==> src/pkg/rsr_pkg.sv <==
// Function
// - Answer bus address 40h or 41h
// - Start and stop positions, twelve bits each
// - Power mode field bits 1:0
// - Hysteresis field bits 3:2
// - Output stage field bits 5:4
// - Pulse rate field bits 7:6
// - Slow filter field bits 9:8
// - Fast threshold field bits 12:10
// - Config loads programmed value at power-up
// - Command 80h burns positions, 40h config
// - Status flags in bits 0 to 6
// - Overflow sticky, cleared by writing 00h
// - Pointer holds on reads of output high bytes
// - Position burn twice, magnet needed
package rsr_pkg;
   localparam logic [6:0] ADDR_LOWER_DIE = 7'h40;
   localparam logic [6:0] ADDR_UPPER_DIE = 7'h41;
   localparam logic [7:0] OFS_START_HI = 8'h01;
   localparam logic [7:0] OFS_START_LO = 8'h02;
   localparam logic [7:0] OFS_STOP_HI = 8'h03;
   localparam logic [7:0] OFS_STOP_LO = 8'h04;
   localparam logic [7:0] OFS_CONFIG_HI = 8'h07;
   localparam logic [7:0] OFS_CONFIG_LO = 8'h08;
   localparam logic [7:0] OFS_STATUS = 8'h0B;
   localparam logic [7:0] OFS_RAW_HI = 8'h0C;
   localparam logic [7:0] OFS_RAW_LO = 8'h0D;
   localparam logic [7:0] OFS_ANGLE_HI = 8'h0E;
   localparam logic [7:0] OFS_ANGLE_LO = 8'h0F;
   localparam logic [7:0] OFS_GAIN = 8'h1A;
   localparam logic [7:0] OFS_MAG_HI = 8'h1B;
   localparam logic [7:0] OFS_MAG_LO = 8'h1C;
   localparam logic [7:0] OFS_BURN = 8'hFF;
   localparam logic [7:0] CMD_BURN_POSITION = 8'h80;
   localparam logic [7:0] CMD_BURN_CONFIG = 8'h40;
   localparam logic [7:0] STATUS_CLEAR_VALUE = 8'h00;
   localparam logic [1:0] POSITION_BURN_LIMIT = 2'h2;
   localparam int CONFIG_WIDTH = 14;
   localparam int POWER_LSB = 0;
   localparam int HYSTERESIS_SEL_LSB = 2;
   localparam int OUTSTAGE_LSB = 4;
   localparam int RATE_LSB = 6;
   localparam int SLOW_LSB = 8;
   localparam int FAST_LSB = 10;
   localparam int AUTO_LP_BIT = 13;
   localparam int STAT_OFS0 = 0;
   localparam int STAT_OFS1 = 1;
   localparam int STAT_GAIN = 2;
   localparam int STAT_STRONG = 3;
   localparam int STAT_WEAK = 4;
   localparam int STAT_MAGNET = 5;
   localparam int STAT_OVERFLOW = 6;
   localparam int RAW_BUSY_BIT = 14;
   localparam int RAW_FAST_BIT = 15;
   localparam logic [11:0] POSITION_RESET = 12'h000;
   localparam logic [13:0] CONFIG_RESET = 14'h0000;

   typedef enum logic [1:0] {
      RSR_NORMAL_POWER, RSR_LOW_POWER_ONE, RSR_LOW_POWER_TWO, RSR_LOW_POWER_THREE
   } rsr_power_type;

   typedef struct packed {
      logic [15:0] raw_angle;
      logic [11:0] angle;
      logic [7:0] gain;
      logic [11:0] magnitude;
      logic [5:0] status_flags;
      logic overflow_event;
   } rsr_sense_type;

   typedef struct packed {
      rsr_power_type power_mode_sel;
      logic [1:0] hysteresis_sel;
      logic [1:0] output_stage_sel;
      logic pwm_enable;
      logic [1:0] pulse_rate_sel;
      logic [1:0] slow_filter_sel;
      logic [2:0] fast_threshold_sel;
      logic auto_low_power_timer;
   } rsr_ctrl_type;
endpackage : rsr_pkg

==> src/rsr_pointer.sv <==
`timescale 1ns/1ps
`default_nettype none
module rsr_pointer (
   input wire logic clk,
   input wire logic rst,
   input wire logic load,
   input wire logic [7:0] load_value,
   input wire logic step,
   input wire logic is_read,
   output logic [7:0] pointer
);
   logic [7:0] next_pointer;
   logic hold;

   always_comb begin
      hold = is_read && (pointer == rsr_pkg::OFS_RAW_HI || pointer == rsr_pkg::OFS_ANGLE_HI ||
         pointer == rsr_pkg::OFS_MAG_HI);
      next_pointer = pointer;
      if (load) begin
         next_pointer = load_value;
      end else if (step && !hold) begin
         next_pointer = pointer + 8'h01;
      end
   end

   always_ff @(posedge clk) begin
      if (rst) begin
         pointer <= 8'h00;
      end else begin
         pointer <= next_pointer;
      end
   end
endmodule : rsr_pointer
`default_nettype wire

==> src/rsr_register_bank.sv <==
`timescale 1ns/1ps
`default_nettype none
module rsr_register_bank (
   input wire logic clk,
   input wire logic rst,
   input wire logic die_select,
   input wire logic [6:0] bus_addr,
   input wire logic bus_addr_valid,
   input wire logic ptr_load,
   input wire logic [7:0] ptr_value,
   input wire logic wr_strobe,
   input wire logic [7:0] wr_data,
   input wire logic rd_strobe,
   input wire logic [11:0] otp_start,
   input wire logic [11:0] otp_stop,
   input wire logic [13:0] otp_config,
   input wire rsr_pkg::rsr_sense_type sense,
   output logic addr_match,
   output logic [7:0] rd_data,
   output logic ack_valid,
   output logic [7:0] pointer,
   output rsr_pkg::rsr_ctrl_type ctrl,
   output logic [11:0] start_position,
   output logic [11:0] stop_position,
   output logic burn_position,
   output logic burn_config,
   output logic [1:0] burn_count
);
   logic [11:0] next_start_position;
   logic [11:0] next_stop_position;
   logic [13:0] config_value;
   logic [13:0] next_config_value;
   logic overflow_flag;
   logic next_overflow_flag;
   logic next_burn_position;
   logic next_burn_config;
   logic [1:0] next_burn_count;
   logic next_addr_match;
   logic [7:0] next_rd_data;
   logic next_ack_valid;
   logic [7:0] status_value;
   rsr_pkg::rsr_ctrl_type next_ctrl;
   logic loaded;
   logic next_loaded;
   logic [7:0] rd_ptr;
   logic valid_addr;

   rsr_pointer u_pointer (
      .clk(clk),
      .rst(rst),
      .load(ptr_load),
      .load_value(ptr_value),
      .step(wr_strobe || rd_strobe),
      .is_read(rd_strobe),
      .pointer(rd_ptr)
   );

   always_comb begin
      status_value = {1'b0, overflow_flag, sense.status_flags};
   end

   always_comb begin
      valid_addr = 1'b0;
      unique case (rd_ptr)
         rsr_pkg::OFS_START_HI, rsr_pkg::OFS_START_LO, rsr_pkg::OFS_STOP_HI,
         rsr_pkg::OFS_STOP_LO, rsr_pkg::OFS_CONFIG_HI, rsr_pkg::OFS_CONFIG_LO,
         rsr_pkg::OFS_STATUS, rsr_pkg::OFS_RAW_HI, rsr_pkg::OFS_RAW_LO,
         rsr_pkg::OFS_ANGLE_HI, rsr_pkg::OFS_ANGLE_LO, rsr_pkg::OFS_GAIN,
         rsr_pkg::OFS_MAG_HI, rsr_pkg::OFS_MAG_LO, rsr_pkg::OFS_BURN: begin
            valid_addr = 1'b1;
         end
         default: begin
            valid_addr = 1'b0;
         end
      endcase
   end

   always_comb begin
      next_addr_match = bus_addr_valid &&
         (bus_addr == (die_select ? rsr_pkg::ADDR_UPPER_DIE : rsr_pkg::ADDR_LOWER_DIE));
      next_ack_valid = valid_addr;
      next_rd_data = 8'h00;
      unique case (rd_ptr)
         rsr_pkg::OFS_START_HI: begin
            next_rd_data = {4'h0, start_position[11:8]};
         end
         rsr_pkg::OFS_START_LO: begin
            next_rd_data = start_position[7:0];
         end
         rsr_pkg::OFS_STOP_HI: begin
            next_rd_data = {4'h0, stop_position[11:8]};
         end
         rsr_pkg::OFS_STOP_LO: begin
            next_rd_data = stop_position[7:0];
         end
         rsr_pkg::OFS_CONFIG_HI: begin
            next_rd_data = {2'h0, config_value[13:8]};
         end
         rsr_pkg::OFS_CONFIG_LO: begin
            next_rd_data = config_value[7:0];
         end
         rsr_pkg::OFS_STATUS: begin
            next_rd_data = status_value;
         end
         rsr_pkg::OFS_RAW_HI: begin
            next_rd_data = {sense.raw_angle[rsr_pkg::RAW_FAST_BIT],
               sense.raw_angle[rsr_pkg::RAW_BUSY_BIT], 2'h0, sense.raw_angle[11:8]};
         end
         rsr_pkg::OFS_RAW_LO: begin
            next_rd_data = sense.raw_angle[7:0];
         end
         rsr_pkg::OFS_ANGLE_HI: begin
            next_rd_data = {4'h0, sense.angle[11:8]};
         end
         rsr_pkg::OFS_ANGLE_LO: begin
            next_rd_data = sense.angle[7:0];
         end
         rsr_pkg::OFS_GAIN: begin
            next_rd_data = sense.gain;
         end
         rsr_pkg::OFS_MAG_HI: begin
            next_rd_data = {4'h0, sense.magnitude[11:8]};
         end
         rsr_pkg::OFS_MAG_LO: begin
            next_rd_data = sense.magnitude[7:0];
         end
         default: begin
            next_rd_data = 8'h00;
         end
      endcase
   end

   always_comb begin
      next_loaded = 1'b1;
      next_start_position = start_position;
      next_stop_position = stop_position;
      next_config_value = config_value;
      next_overflow_flag = overflow_flag;
      next_burn_position = 1'b0;
      next_burn_config = 1'b0;
      next_burn_count = burn_count;
      if (!loaded) begin
         next_start_position = otp_start;
         next_stop_position = otp_stop;
         next_config_value = otp_config;
      end else if (wr_strobe) begin
         unique case (rd_ptr)
            rsr_pkg::OFS_START_HI: begin
               next_start_position[11:8] = wr_data[3:0];
            end
            rsr_pkg::OFS_START_LO: begin
               next_start_position[7:0] = wr_data;
            end
            rsr_pkg::OFS_STOP_HI: begin
               next_stop_position[11:8] = wr_data[3:0];
            end
            rsr_pkg::OFS_STOP_LO: begin
               next_stop_position[7:0] = wr_data;
            end
            rsr_pkg::OFS_CONFIG_HI: begin
               next_config_value[13:8] = wr_data[5:0];
            end
            rsr_pkg::OFS_CONFIG_LO: begin
               next_config_value[7:0] = wr_data;
            end
            rsr_pkg::OFS_STATUS: begin
               if (wr_data == rsr_pkg::STATUS_CLEAR_VALUE) begin
                  next_overflow_flag = 1'b0;
               end
            end
            rsr_pkg::OFS_BURN: begin
               if (wr_data == rsr_pkg::CMD_BURN_POSITION &&
                  sense.status_flags[rsr_pkg::STAT_MAGNET] &&
                  burn_count < rsr_pkg::POSITION_BURN_LIMIT) begin
                  next_burn_position = 1'b1;
                  next_burn_count = burn_count + 2'h1;
               end
               if (wr_data == rsr_pkg::CMD_BURN_CONFIG) begin
                  next_burn_config = 1'b1;
               end
            end
            default: begin
               next_start_position = start_position;
            end
         endcase
      end
      if (sense.overflow_event) begin
         next_overflow_flag = 1'b1;
      end
   end

   always_comb begin
      next_ctrl.power_mode_sel =
         rsr_pkg::rsr_power_type'(config_value[rsr_pkg::POWER_LSB +: 2]);
      next_ctrl.hysteresis_sel = config_value[rsr_pkg::HYSTERESIS_SEL_LSB +: 2];
      next_ctrl.output_stage_sel = config_value[rsr_pkg::OUTSTAGE_LSB +: 2];
      next_ctrl.pwm_enable = config_value[rsr_pkg::OUTSTAGE_LSB +: 2] == 2'h2;
      next_ctrl.pulse_rate_sel = config_value[rsr_pkg::RATE_LSB +: 2];
      next_ctrl.slow_filter_sel = config_value[rsr_pkg::SLOW_LSB +: 2];
      next_ctrl.fast_threshold_sel = config_value[rsr_pkg::FAST_LSB +: 3];
      next_ctrl.auto_low_power_timer = config_value[rsr_pkg::AUTO_LP_BIT];
   end

   always_ff @(posedge clk) begin
      if (rst) begin
         loaded <= 1'b0;
         start_position <= rsr_pkg::POSITION_RESET;
         stop_position <= rsr_pkg::POSITION_RESET;
         config_value <= rsr_pkg::CONFIG_RESET;
         overflow_flag <= 1'b0;
         burn_position <= 1'b0;
         burn_config <= 1'b0;
         burn_count <= 2'h0;
         addr_match <= 1'b0;
         rd_data <= 8'h00;
         ack_valid <= 1'b0;
         pointer <= 8'h00;
         ctrl <= '0;
      end else begin
         loaded <= next_loaded;
         start_position <= next_start_position;
         stop_position <= next_stop_position;
         config_value <= next_config_value;
         overflow_flag <= next_overflow_flag;
         burn_position <= next_burn_position;
         burn_config <= next_burn_config;
         burn_count <= next_burn_count;
         addr_match <= next_addr_match;
         rd_data <= next_rd_data;
         ack_valid <= next_ack_valid;
         pointer <= rd_ptr;
         ctrl <= next_ctrl;
      end
   end
endmodule : rsr_register_bank
`default_nettype wire
==> config.mk <==
export PLATFORM = sky130hd
export DESIGN_NAME = rsr_register_bank
export DESIGN_NICKNAME = d
export VERILOG_FILES = /design/src/pkg/rsr_pkg.sv /design/src/rsr_pointer.sv /design/src/rsr_register_bank.sv
export SDC_FILE = /design/constraint.sdc
export NUM_CORES = 1
export LEC_CHECK = 0
export ABC_AREA = 1
export BUFFER_PORTS_ARGS = -buffer_cell sky130_fd_sc_hd__clkbuf_2
export CORE_ASPECT_RATIO = 0.75
export CORE_MARGIN = 2
export CORE_UTILIZATION = 35
export CTS_CLUSTER_DIAMETER = 60
export DETAILED_ROUTE_END_ITERATION = 10
export GPL_TIMING_DRIVEN = 0
export PLACE_DENSITY = 0.7
export SLEW_MARGIN = 10
export SYNTH_ARGS = -nofsm -noshare
export SYNTH_HDL_FRONTEND = slang
export SYNTH_SLANG_ARGS = --single-unit
==> constraint.sdc <==
create_clock -name clk -period 5 [get_ports clk]
set_input_delay 0.5 -clock clk [delete_from_list [all_inputs] [get_ports clk]]
set_output_delay 0.5 -clock clk [all_outputs]
set_load 0.005 [all_outputs]
# Word level (Yosys, flattened, before mapping)
# Index checks and enable logic that the tools add are counted.
# W data, S select, Z words.
# totals
register_bits,85
in_bits,123
output_inout_bits,61
elab_cells,106
# classes
addsub,2
n_lt_le_gt_ge,1
eq_ne,26
muxes,25
bitwise_logic,3
reduce_logical,25
# ops
op,n
$pmux W8 S14,1
$eq A8 B4 Y1 const B,6
$mux W12,4
$mux W8,5
$mux W14,2
$eq A8 B5 Y1 const B,3
$eq A8 B2 Y1 const B,2
$eq A8 B3 Y1 const B,2
$eq A8 B8 Y1 const B,2
$reduce_or A15 Y1,1
$ne A2 B1 Y1 const B,6
$reduce_and A2 Y1,6
$mux W1,10
$reduce_bool A2 Y1,5
$add A8 B1 Y8 const B,1
$eq A8 B1 Y1 const B,1
$eq A8 B7 Y1 const B,1
$logic_not A8 Y1,1
$mux W4,2
$reduce_and A4 Y1,2
$eq A7 B7 Y1,1
$mux W6,1
$logic_and A1 B1 Y1,5
$reduce_or A4 Y1,1
other kinds (7),11

# Logic depth before layout (Yosys ltp)
# logic_depth
ltp_word,8
depth_mapped,11
depth_no_buf,10

# Cells and area by module
# From an unflattened synthesis, not the netlist that was laid out.
# unflattened
hier_cells,707
hier_area_um2,4695.8
# modules_own_cells
module,n_inst,cells_each,area_per_inst_um2
rsr_register_bank,1,602,4043.9
rsr_pointer,1,105,651.9

# Worst setup path after synthesis
# No wires, ideal clock.
# synth_timing
path_type,register to register
start,register u_pointer.pointer[0]
end,register u_pointer.pointer[5]
setup_time_ns,0.113
arrival_time_ns,1.498
required_time_ns,4.887
path_slack_ns,3.389
path_stages_with_launch,12
n_path_buf,1
synth_period_minus_slack_ns,1.611
cell_sequence,dfxtp_1 inv_1 ha_1 inv_1 nor2_4 o21ai_2 nand3_2 nand2_2 buf_6 nand2_1 nand2_1 nor2_1
# synth_via
elab_chain_cells,7
# synth_lines
element,line_no,rtl
"start, declared",rsr_pointer.sv:10,output logic [7:0] pointer
"start signal, assigned",rsr_pointer.sv:30,pointer <= next_pointer;
"parallel branches: the longest is 7 deep, another holds $add A8 B1 Y8",n/a,
# Several ways; the timed one is not identified. The select of a mux whose other input is x is not followed.
# A chain may end at the register's enable or synchronous reset.

# Final worst setup path
# layout_timing
start,register u_pointer.pointer[0]
end,register config_value[10]
# layout_via
elab_chain_cells,3
# layout_lines
element,line_no,rtl
$eq A8 B3 Y1,rsr_register_bank.sv:147,unique case (rd_ptr)
$ne A2 B1 Y1 (no source line),n/a,
$reduce_and A2 Y1 (no source line),n/a,
"end signal, assigned",rsr_register_bank.sv:209,config_value <= rsr_pkg::CONFIG_RESET;
"end signal, assigned",rsr_register_bank.sv:223,config_value <= next_config_value;
"end, declared",rsr_register_bank.sv:31,logic [13:0] config_value;
# No other way between the ends.

==> summary.md <==
| Metric | Value |
|---|---|
| Post-synth EDFFs | `0` |
| Initial antenna violation count | `0` |
| Worst hold-check path type | `primary input to flop` |
| Worst Tran Pin Value | `0.754 ns` |
| DR DRC count | `0` |
| Die Area | `13900 sq um` |
| Pleak | `3.06 nW` |
| CP Cell Sequence | `ha_1 -> buf_2 -> nand3_1 -> nor2_4 -> nand2_1 -> nand2_1 -> inv_2 -> nand2_1 -> a21oi_1` |
| First-pass GRT wire length | `25200 um` |
| Fin crit share | `39.2%` |
| CTS tree | `done` |
| Finished Layout Cells | `1065` |
| Slowest stage cell on the critical path | `dfxtp_1` |
| Post-synth top cells | `214 x nand2_1, 122 x nor2_1, 85 x dfxtp_1` |
| Starting density of the core | `35.5%` |
| Synth area leader | `dfxtp_1` |
| Area of the multi-input gates | `2480 sq um` |
| Setup Buffers After CTS | `0` |
| Routability cong. | `0.914` |
| Layout overhead on the synthesized area | `31.1%` |
| Most used cell, CP | `nand2_1` |
| Clock root buffer | `clkbuf_16` |
| Share of the synthesized area in the top cell type | `37.4%` |
| Mapped Cells | `699` |
| Worst R2R Path Depth | `9` |
| RR Endpoint | `config_value[10]` |
| Clock sink count | `85` |
| Post-synth ARST share | `0%` |
| Max_cap viols | `0` |
| FF-to-FF setup slack | `3.04 ns` |
| Seq/Total Area, Yosys | `37.4%` |
| Hold WS | `0.303 ns` |
| Clk slew on worst S/H paths | `0.07 ns` |
| # IOs | `184` |
| Max transition margin | `49.7%` |
| Startpoint Class | `flop` |
| Share of cells above drive strength 1 | `28.3%` |
| Setup ws final | `3.04 ns` |
| Core area | `12800 sq um` |
| Largest net degree at the start of global routing | `17` |
| Critical path class | `flop to flop` |
| Post-CTS Hold Buffers | `0` |
| Buffers on Ports | `179` |
| CTS Buf Count | `9` |
| Post-route ant nets | `0` |
| Number of instances in the placed design | `1049` |
| Row count | `36` |
| CP max FO | `8` |
| Gr usage total | `24.4%` |
| Initial DRC Count | `539` |
| Syn_nets | `826` |
| Number of setup violations in the final report | `0` |
| Final instance area | `5970 sq um` |
| Reg area | `1700 sq um` |
| Crit path capture type | `flop` |
| Placed Instance Area | `5660 sq um` |
| HPWL after detailed placement | `13700 um` |
| H-Tree Depth | `3` |
| Cell area after synthesis | `4550 sq um` |
| Status | `completed` |
| Nets | `1016` |
| Ys Warns | `0` |
| Post-Route Setup TNS | `0 ns` |
| TritonRoute pass-1 iters | `6` |
| Routed len/inst | `16.2 um` |
| Crit path depth | `9` |
| Ys flop type | `dfxtp_1` |
| Fmax | `511 MHz` |
| Tmin final | `1.96 ns` |
| Worst hold path cell count | `2` |
| Routed WL | `17200 um` |
| Pre-CTS setup slack | `3.04 ns` |
| Worst Skew | `0.00768 ns` |
| Vias | `5267` |
| Fin. Hold Viols | `0` |
| ANT cells | `0` |
| Synthesized flop and latch total | `85` |
| Die W | `136 um` |
| RSZ-0062 raised after global routing | `false` |
| Hold Startpoint | `bus_addr[5]` |
| Largest delay share family, worst path | `simple AND/OR/NAND/NOR gates` |
| Max IR drop VDD | `0.000159 V` |
| Utilization after layout | `46.5%` |
| Fin. max-slew vios | `0` |
| Mean Syn Cell Area | `6.51 sq um` |
| Worst-skew pair later-pin latency | `0.35 ns` |
| Vias in the first global route | `4678` |
| Die H | `103 um` |
| Crit path required time | `5.21 ns` |
| Clock Path Buffers | `2` |
| Pwr dens | `294 nW/um^2` |
| CP startpoint | `u_pointer.pointer[0]` |
| Largest cells by area after synthesis | `dfxtp_1 37%, nand2_1 18%, nor2_1 10%` |
| Fillers | `1376` |
| Vias/cell | `4.95` |
| Netlist cell types | `38` |
| Reg-to-reg startpoint | `u_pointer.pointer[0]` |
| Buf/Inv on CP | `2` |
| Count leader, synth | `nand2_1` |
| CP arrival | `2.17 ns` |
| # resized after CTS | `0` |
| Tot Pwr | `1.76 mW` |
| Worst Hold Path EP | `addr_match` |
| Critical path's largest stage delay | `0.45 ns` |
| Total grt overflow | `0` |
-- metal layers --
metal	GRT usage, %	part of all wire, %	routed length [um]	vias to the layer above
li1	-	-	-	2620
met1	33.8	45	7790	2333
met2	38.1	42	7310	299
met3	6.10	11	1920	15
met4	6.17	1.2	203	0
met5	0	0	0	-
-- flip-flops by register name, summed over array words and instances (netlist names) --
signal and count:
rd_data 8, burn_position 1, burn_config 1, config_value 14
start_position 12, addr_match 1, ctrl 15, burn_count 2
stop_position 12, u_pointer.pointer 8, loaded 1, overflow_flag 1
pointer 8, ack_valid 1
-- cells by family (layout without fill, tap and decap cells) --
group	Yosys count	after routing	synth area share (%)
multiplexers	1	1	0.220
adder cells (fa/ha/maj)	4	4	1.10
flip-flops	85	85	37.4
AND/OR/NAND/NOR	447	447	42.6
buffers and inverters	84	279	8.05
XOR/XNOR	2	2	0.385
AO/OA/AOI/OAI	76	76	10.3
-- layout make-up --
cell class              instances  area share [%]
plain buffers                  25            2.39
multi-input cells             530            41.6
repair buffers                179            15.0
clock buffers                   9            3.77
inverters                      59            3.75
clock inverters                 7            1.36
flip-flops and latches         85            28.5
well taps                     171            3.58
-- report_power, final --
| group | leakage [nW] | internal [mW] | total (mW) | switching [mW] |
|---|---|---|---|---|
| clock | 0.147 | 0.394 | 0.699 | 0.305 |
| sequential | 0.698 | 0.715 | 0.746 | 0.0306 |
| combinational | 2.21 | 0.115 | 0.310 | 0.195 |
-- placed cells by master, fill, tap and decap left out, types with 5 or more instances in the layout --
cell type  count
a21oi_1       45
a21oi_2        6
dfxtp_1       85
clkbuf_1       8
nand2_1      214
inv_2          6
nand3_1       70
buf_2          6
nor2_2         6
nand2_2        7
nand4_1        5
nor4_1         5
clkbuf_16      9
nor2_4         9
inv_1         49
o21ai_0        6
clkbuf_2     179
nor2_1       122
o31ai_1        5
-- worst register-to-register path, cell delays in order (launching register included) --
cell and delay, ns:
dfxtp_1 0.45, ha_1 0.18, buf_2 0.22, nand3_1 0.16
nor2_4 0.26, nand2_1 0.17, nand2_1 0.14, inv_2 0.10
nand2_1 0.07, a21oi_1 0.06
-- how the worst max path moves through the flow --
stage                                end
global placement              rd_data[1]
floorplan           u_pointer.pointer[5]
CTS                 u_pointer.pointer[1]
detailed placement         burn_position
global route            config_value[10]
finish                  config_value[10]
Power figures use the tool's default switching activity.
